`src/common/asc_consts.svh`:
```
// timing and geometry constants for the async sram host controller
// assumes a 10 MHz mclk; figures in ns, counts derived by ceiling, at least one cycle
`ifndef ASC_CONSTS_SVH
`define ASC_CONSTS_SVH
`define ASC_CLK_PERIOD_NS   100
`define ASC_ADDR_W          19
`define ASC_DATA_W          8
// slower grade is the default; least times round up
`define ASC_READ_CYCLE_NS   100
`define ASC_ACCESS_NS       100
`define ASC_OE_VALID_NS     40
`define ASC_FLOAT_NS        35
`define ASC_WRITE_CYCLE_NS  70
`define ASC_CW_NS           60
`define ASC_AW_NS           60
`define ASC_DW_NS           45
`define ASC_WR_NS           5
`define ASC_CEIL(ns)        (((ns) + `ASC_CLK_PERIOD_NS - 1) / `ASC_CLK_PERIOD_NS)
`define ASC_MIN1(n)         (((n) < 1) ? 1 : (n))
`define ASC_READ_CYC        `ASC_MIN1(`ASC_CEIL(`ASC_ACCESS_NS) + 1)
`define ASC_WRITE_CYC       `ASC_MIN1(`ASC_CEIL(`ASC_CW_NS))
`define ASC_REC_CYC         `ASC_MIN1(`ASC_CEIL(`ASC_WR_NS))
`define ASC_FLOAT_CYC       `ASC_MIN1(`ASC_CEIL(`ASC_FLOAT_NS))
`endif

```
`src/common/asc_pkg.sv`:
```
// types for the async sram host controller
// assumes asc_consts.svh is on the include path
`include "asc_consts.svh"
package asc_pkg;
   typedef struct packed {
      logic                   wr;
      logic [`ASC_ADDR_W-1:0] addr;
      logic [`ASC_DATA_W-1:0] wdata;
   } asc_req_t;
   typedef enum logic [2:0] {ST_IDLE, ST_FLOAT, ST_READ, ST_WRITE, ST_RECOVER} asc_state_t;
endpackage

```
`src/asc_host.sv`:
```
// host controller driving a 512k x 8 asynchronous static ram over its pins
// assumes the ram sits directly on the pins; read data comes back through a 2-flop synchroniser
//
// Contract
// enable-to-data within access time before sampling
// output enable to data valid respected
// device drives no earlier than enable
// device drives no earlier than output enable
// device floats after enable deasserted
// device floats after output enable deasserted
// old data held briefly after address change
// enables held active long enough before write end
// address stable before write end, zero setup
// write data set up before terminating edge
// write data held through terminating edge
// device floats after write strobe falls
// memory written only during full overlap
// write starts on all three, any ends
// data timed against terminating edge
// recovery wait after write ends
// no opposing drive while device drives
// output enable held high during write
// read drives stored byte when enabled
// deselected device ignores strobe, floats
// next access waits minimum cycle time
`timescale 1ns/100ps
`include "asc_consts.svh"
module asc_host #(
   parameter int READ_CYC  = `ASC_READ_CYC,
   parameter int WRITE_CYC = `ASC_WRITE_CYC,
   parameter int REC_CYC   = `ASC_REC_CYC,
   parameter int FLOAT_CYC = `ASC_FLOAT_CYC
) (
   input  wire logic                   mclk,
   input  wire logic                   reset_n,
   input  wire logic                   req_valid,
   input  wire asc_pkg::asc_req_t      req,
   output logic                        req_ready,
   output logic                        rsp_valid,
   output logic [`ASC_DATA_W-1:0]      rsp_data,
   output logic [`ASC_ADDR_W-1:0]      word_select_lines,
   output logic                        chip_select_low_n,
   output logic                        chip_select_high,
   output logic                        output_enable_n,
   output logic                        write_strobe_n,
   input  wire logic [`ASC_DATA_W-1:0] data_lines_in,
   output logic [`ASC_DATA_W-1:0]      data_lines_out,
   output logic                        data_lines_oe_n
);
   localparam int CNT_W = 8;
   asc_pkg::asc_state_t        state_q;
   logic [CNT_W-1:0]           cnt_q;
   logic [`ASC_DATA_W-1:0]     sync1_q;
   logic [`ASC_DATA_W-1:0]     sync2_q;
   logic                       pend_wr_q;

   ////////////////////////////////////////////////////////////////////////////
   // pin synchroniser: the ram answers asynchronously to mclk
   always_ff @(posedge mclk or negedge reset_n) begin
      if (!reset_n) begin
         sync1_q <= '0;
         sync2_q <= '0;
      end else begin
         sync1_q <= data_lines_in;
         sync2_q <= sync1_q;
      end
   end

   ////////////////////////////////////////////////////////////////////////////
   // sequencer; every access takes at least its cycle time
   always_ff @(posedge mclk or negedge reset_n) begin
      if (!reset_n) begin
         state_q           <= asc_pkg::ST_IDLE;
         cnt_q             <= '0;
         pend_wr_q         <= 1'b0;
         req_ready         <= 1'b0;
         rsp_valid         <= 1'b0;
         rsp_data          <= '0;
         word_select_lines <= '0;
         chip_select_low_n <= 1'b1;
         chip_select_high  <= 1'b0;
         output_enable_n   <= 1'b1;
         write_strobe_n    <= 1'b1;
         data_lines_out    <= '0;
         data_lines_oe_n   <= 1'b1;
      end else begin
         rsp_valid <= 1'b0;
         req_ready <= 1'b0;
         case (state_q)
            asc_pkg::ST_IDLE: begin
               req_ready <= 1'b1;
               if (req_valid && req_ready) begin
                  req_ready         <= 1'b0;
                  // address set up FLOAT_CYC cycles ahead of the enables
                  word_select_lines <= req.addr;
                  data_lines_out    <= req.wdata;
                  pend_wr_q         <= req.wr;
                  state_q           <= asc_pkg::ST_FLOAT;
                  cnt_q             <= CNT_W'(FLOAT_CYC);
               end
            end
            asc_pkg::ST_FLOAT: begin
               // wait for the ram to release the bus before we drive it
               if (cnt_q > CNT_W'(1)) begin
                  cnt_q <= cnt_q - CNT_W'(1);
               end else if (pend_wr_q) begin
                  // all three qualifiers go active together; oe stays high
                  chip_select_low_n <= 1'b0;
                  chip_select_high  <= 1'b1;
                  write_strobe_n    <= 1'b0;
                  data_lines_oe_n   <= 1'b0;
                  state_q           <= asc_pkg::ST_WRITE;
                  cnt_q             <= CNT_W'(WRITE_CYC);
               end else begin
                  chip_select_low_n <= 1'b0;
                  chip_select_high  <= 1'b1;
                  output_enable_n   <= 1'b0;
                  state_q           <= asc_pkg::ST_READ;
                  cnt_q             <= CNT_W'(READ_CYC + 2);
               end
            end
            asc_pkg::ST_READ: begin
               // extra cycles cover access time plus synchroniser depth
               if (cnt_q > CNT_W'(1)) begin
                  cnt_q <= cnt_q - CNT_W'(1);
               end else begin
                  rsp_data          <= sync2_q;
                  rsp_valid         <= 1'b1;
                  chip_select_low_n <= 1'b1;
                  chip_select_high  <= 1'b0;
                  output_enable_n   <= 1'b1;
                  state_q           <= asc_pkg::ST_RECOVER;
                  cnt_q             <= CNT_W'(FLOAT_CYC);
               end
            end
            asc_pkg::ST_WRITE: begin
               // strobe alone terminates; data and address held past that edge
               if (cnt_q > CNT_W'(1)) begin
                  cnt_q <= cnt_q - CNT_W'(1);
               end else begin
                  write_strobe_n <= 1'b1;
                  state_q        <= asc_pkg::ST_RECOVER;
                  cnt_q          <= CNT_W'(REC_CYC);
               end
            end
            asc_pkg::ST_RECOVER: begin
               // enables and data drop one cycle after the strobe, then the recovery count runs out
               chip_select_low_n <= 1'b1;
               chip_select_high  <= 1'b0;
               data_lines_oe_n   <= 1'b1;
               if (cnt_q > CNT_W'(1)) begin
                  cnt_q <= cnt_q - CNT_W'(1);
               end else begin
                  state_q <= asc_pkg::ST_IDLE;
               end
            end
            default: state_q <= asc_pkg::ST_IDLE;
         endcase
      end
   end
endmodule

```
`config.mk`:
```
export PLATFORM = sky130hd
export DESIGN_NAME = asc_host
export DESIGN_NICKNAME = d
export VERILOG_FILES = /design/src/common/asc_pkg.sv /design/src/asc_host.sv
export VERILOG_INCLUDE_DIRS = /design/src /design/src/common
export SDC_FILE = /design/constraint.sdc
export NUM_CORES = 1
export LEC_CHECK = 0
export ABC_AREA = 1
export BUFFER_PORTS_ARGS = -buffer_cell sky130_fd_sc_hd__buf_2
export CORE_MARGIN = 5
export CORE_UTILIZATION = 40
export DETAILED_ROUTE_END_ITERATION = 6
export PLACE_DENSITY = 0.64
export SLEW_MARGIN = 5
export SYNTH_ARGS = -nofsm -noshare
export SYNTH_HDL_FRONTEND = slang
export SYNTH_SLANG_ARGS = --single-unit
```
`constraint.sdc`:
```
create_clock -name mclk -period 4.3 [get_ports mclk]
set_input_delay 0.215 -clock mclk [delete_from_list [all_inputs] [get_ports mclk]]
set_output_delay 0.215 -clock mclk [all_outputs]
set_load 0.05 [all_outputs]
```
==> impl_metrics.env <==
export IMPL_fin_crit_ns=2.12
export IMPL_fp_dieArea_sq_um=8850
export IMPL_setup_viol=0
export IMPL_syn_area_sq_um=2830
export IMPL_max_freq_ghz=0.472
export IMPL_drc_errors=0
export IMPL_synth_mux_area_share_pct=11.8
export IMPL_start_kind="flip-flop"
export IMPL_num_antenna_cells=0
export IMPL_intPower_mw=1.61
export IMPL_clockPowerShare_pct=14.4
export IMPL_post_cts_resized=0
export IMPL_dr_total_vias=2094
export IMPL_die_h_um=94.1
export IMPL_tritoncts="done"
export IMPL_core_sq_um=6830
export IMPL_maxCapViolations=0
export IMPL_cts_setup_buffers=0
export IMPL_syn_num_nets=295
export IMPL_synth_seq_cells=70
export IMPL_dieWidth_um=94.1
export IMPL_place_inst=426
export IMPL_worst_pin_slew_ns=0.770
export IMPL_p_per_area_nw_per_um2=900
export IMPL_clk_latency_ns=0.35
export IMPL_synthSimpleGateAreaFrac_pct=18.1
export IMPL_grt_start_max_net_pins=37
export IMPL_numCtsBuffers=9
export IMPL_ys_seq_area_share_pct=62.1
export IMPL_grt_setup_unrepaired="no"
export IMPL_power_frac_seq_pct=33.1
export IMPL_cts_hold_buffers=9
export IMPL_avgViaCountPerCell=4.64
export IMPL_instances_no_fill=451
export IMPL_leakage_nw=1.88
export IMPL_ir_drop_uv=496
export IMPL_synth_area_per_cell_sq_um=11.1
export IMPL_grt_antenna_before_repair=0
export IMPL_ant_nets=0
export IMPL_synth_cell_types=26
export IMPL_ios=81
export IMPL_layout_nets=391
export IMPL_syn2layout_area_growth_pct=26.4
export IMPL_totalNegativeSetupSlack_ns=0
export IMPL_netlist_instances=254
export IMPL_grt_pass1_vias=2206
export IMPL_power_frac_comb_pct=52.5
export IMPL_port_buffers=80
export IMPL_fin_crit_sh_pct=49.2
export IMPL_clk_pin_slew_ns=0.07
export IMPL_dpl_hpwl_um=4260
export IMPL_layout_drive_gt1_share_pct=39.4
export IMPL_grt_pass1_wl_um=10200
export IMPL_grt_usage_pct=14.8
export IMPL_status="complete, no violations"
export IMPL_p_switching_mw=1.61
export IMPL_cp_end_kind="flip-flop"
export IMPL_clock_sinks=70
export IMPL_cp_max_fo=15
export IMPL_final_common_cell="buf_2"
export IMPL_synth_top_family_by_area="simple AND/OR/NAND/NOR gates"
export IMPL_worstSetupPathType="flip-flop to flip-flop"
export IMPL_drtPass1Iterations=4
export IMPL_crit_required_ns=4.52
export IMPL_grt_overflow=0
export IMPL_synth_compound_area_share_pct=2.52
export IMPL_ctsRootBufferMaster="clkbuf_8"
export IMPL_finClkSkew_ns=0.0115
export IMPL_drtIter0Drc=123
export IMPL_mostFrequentLayoutCells="buf_2 (80), dfrtp_1 (66), nand2_1 (65)"
export IMPL_arrival_ns=2.34
export IMPL_clk_path_buf_depth=2
export IMPL_wl_um=5940
export IMPL_core_rowCount=30
export IMPL_gp_congestion=0.853
export IMPL_finalPower_mw=3.22
export IMPL_hp_class="input pin to flip-flop"
export IMPL_synthXorXnorAreaFrac_pct=0.310
export IMPL_wire_per_inst_um=13.2
export IMPL_yosys_warnings=0
export IMPL_switching_share_pct=49.9
export IMPL_synth_adder_area_share_pct=0.885
export IMPL_start_util_pct=41.4
export IMPL_h_tree_depth=3
export IMPL_slew_headroom_pct=48.6
export IMPL_slew_violations=0
export IMPL_hold_viol_final=0
==> final timing paths <==
check	startpoint	depth (start not counted)	end	slack, ns
min reg2reg	sync1_q[3]$_DFF_PN0_	0	sync2_q[3]$_DFF_PN0_	0.35
max	cnt_q[0]$_DFFE_PN0P_	9	chip_select_high$_DFFE_PN0P_	2.18
min	req[14]	2	word_select_lines[6]$_DFFE_PN0P_	0.09
max in group asynchronous	reset_n	3	data_lines_oe_n$_DFFE_PN1P_	2.88
max reg2reg	cnt_q[0]$_DFFE_PN0P_	9	chip_select_high$_DFFE_PN0P_	2.18
min in group asynchronous	reset_n	2	word_select_lines[8]$_DFFE_PN0P_	0.47
==> through the flow <==
step	cell area, sq um	hold WS, ns	util, %	worst slack, ns
floorplan	2830	-0.0806	-	2.72
global placement	3320	0.323	48.5	2.24
detailed placement	3320	0.325	48.5	2.18
CTS	3570	0.0789	52.3	2.18
global route	3570	0.0836	52.3	2.02
finish	3570	0.0945	52.3	2.18
==> state kept, by name, summed over array words and instances, names as in the netlist <==
name,flops
pend_wr_q,1
data_lines_out,8
chip_select_high,1
word_select_lines,19
write_strobe_n,1
sync1_q,8
cnt_q,8
rsp_data,8
data_lines_oe_n,1
sync2_q,8
state_q,3
rsp_valid,1
output_enable_n,1
req_ready,1
chip_select_low_n,1
==> cells in the mapped netlist (all sizes together) <==
| cell type | n | area [sq um] |
|---|---|---|
| nand4 | 9 | 56.3 |
| o31ai | 1 | 7.51 |
| mux2 | 27 | 334 |
| dfrtp | 66 | 1650 |
| nor3 | 2 | 21.3 |
| nand2 | 68 | 263 |
| inv | 21 | 78.8 |
| buf | 5 | 40.0 |
| nand3 | 16 | 85.1 |
| a21oi | 3 | 15.0 |
| o22ai | 3 | 18.8 |
| nor2 | 20 | 87.6 |
| dfstp | 4 | 105 |
| ha | 2 | 25.0 |
| o21ai | 6 | 30.0 |
| xnor2 | 1 | 8.76 |
==> cell families (layout without fill, tap and decap cells) <==
group / Yosys count / in the layout
AO/OA/AOI/OAI: 13 / 13
XOR/XNOR: 1 / 1
adder cells (fa/ha/maj): 2 / 2
buffers and inverters: 26 / 127
flip-flops: 70 / 70
multiplexers: 27 / 27
AND/OR/NAND/NOR: 115 / 115
==> area by class of cell <==
type | count | area (sq um)
clock inverters | 3 | 20.0
multi-input cells | 158 | 952
clock buffers | 13 | 149
well taps | 96 | 120
fillers | 633 | 3260
repair buffers | 90 | 498
flip-flops and latches | 70 | 1760
inverters | 21 | 78.8
==> worst max-delay path, cell delays in order, from the launching register on <==
cell	delay, ns
dfrtp_1	0.41
inv_1	0.12
ha_1	0.26
nor2_1	0.09
nor2_2	0.16
nand2_2	0.21
nor3_4	0.41
inv_2	0.17
nand3_1	0.10
o21ai_0	0.08
==> power groups by stage <==
stage | Combinational, mW | Sequential (mW) | Clock (mW)
6_report | 1.69 | 1.07 | 0.462
3_3_place_gp | 1.67 | 1.06 | 0
2_1_floorplan | 0.634 | 1.75 | 0
5_1_grt | 1.83 | 1.10 | 0.507
4_1_cts | 1.70 | 1.07 | 0.477
3_5_place_dp | 1.70 | 1.07 | 0
==> per-layer routing <==
metal	GRT usage, %	vias up	part of all wire [%]
met5	0	-	0
met4	8.42	0	2.5
met3	6.09	15	9.3
met2	21.6	79	45
met1	18.5	974	43
li1	-	1026	-
No activity file was read; power rests on OpenSTA's default activity.
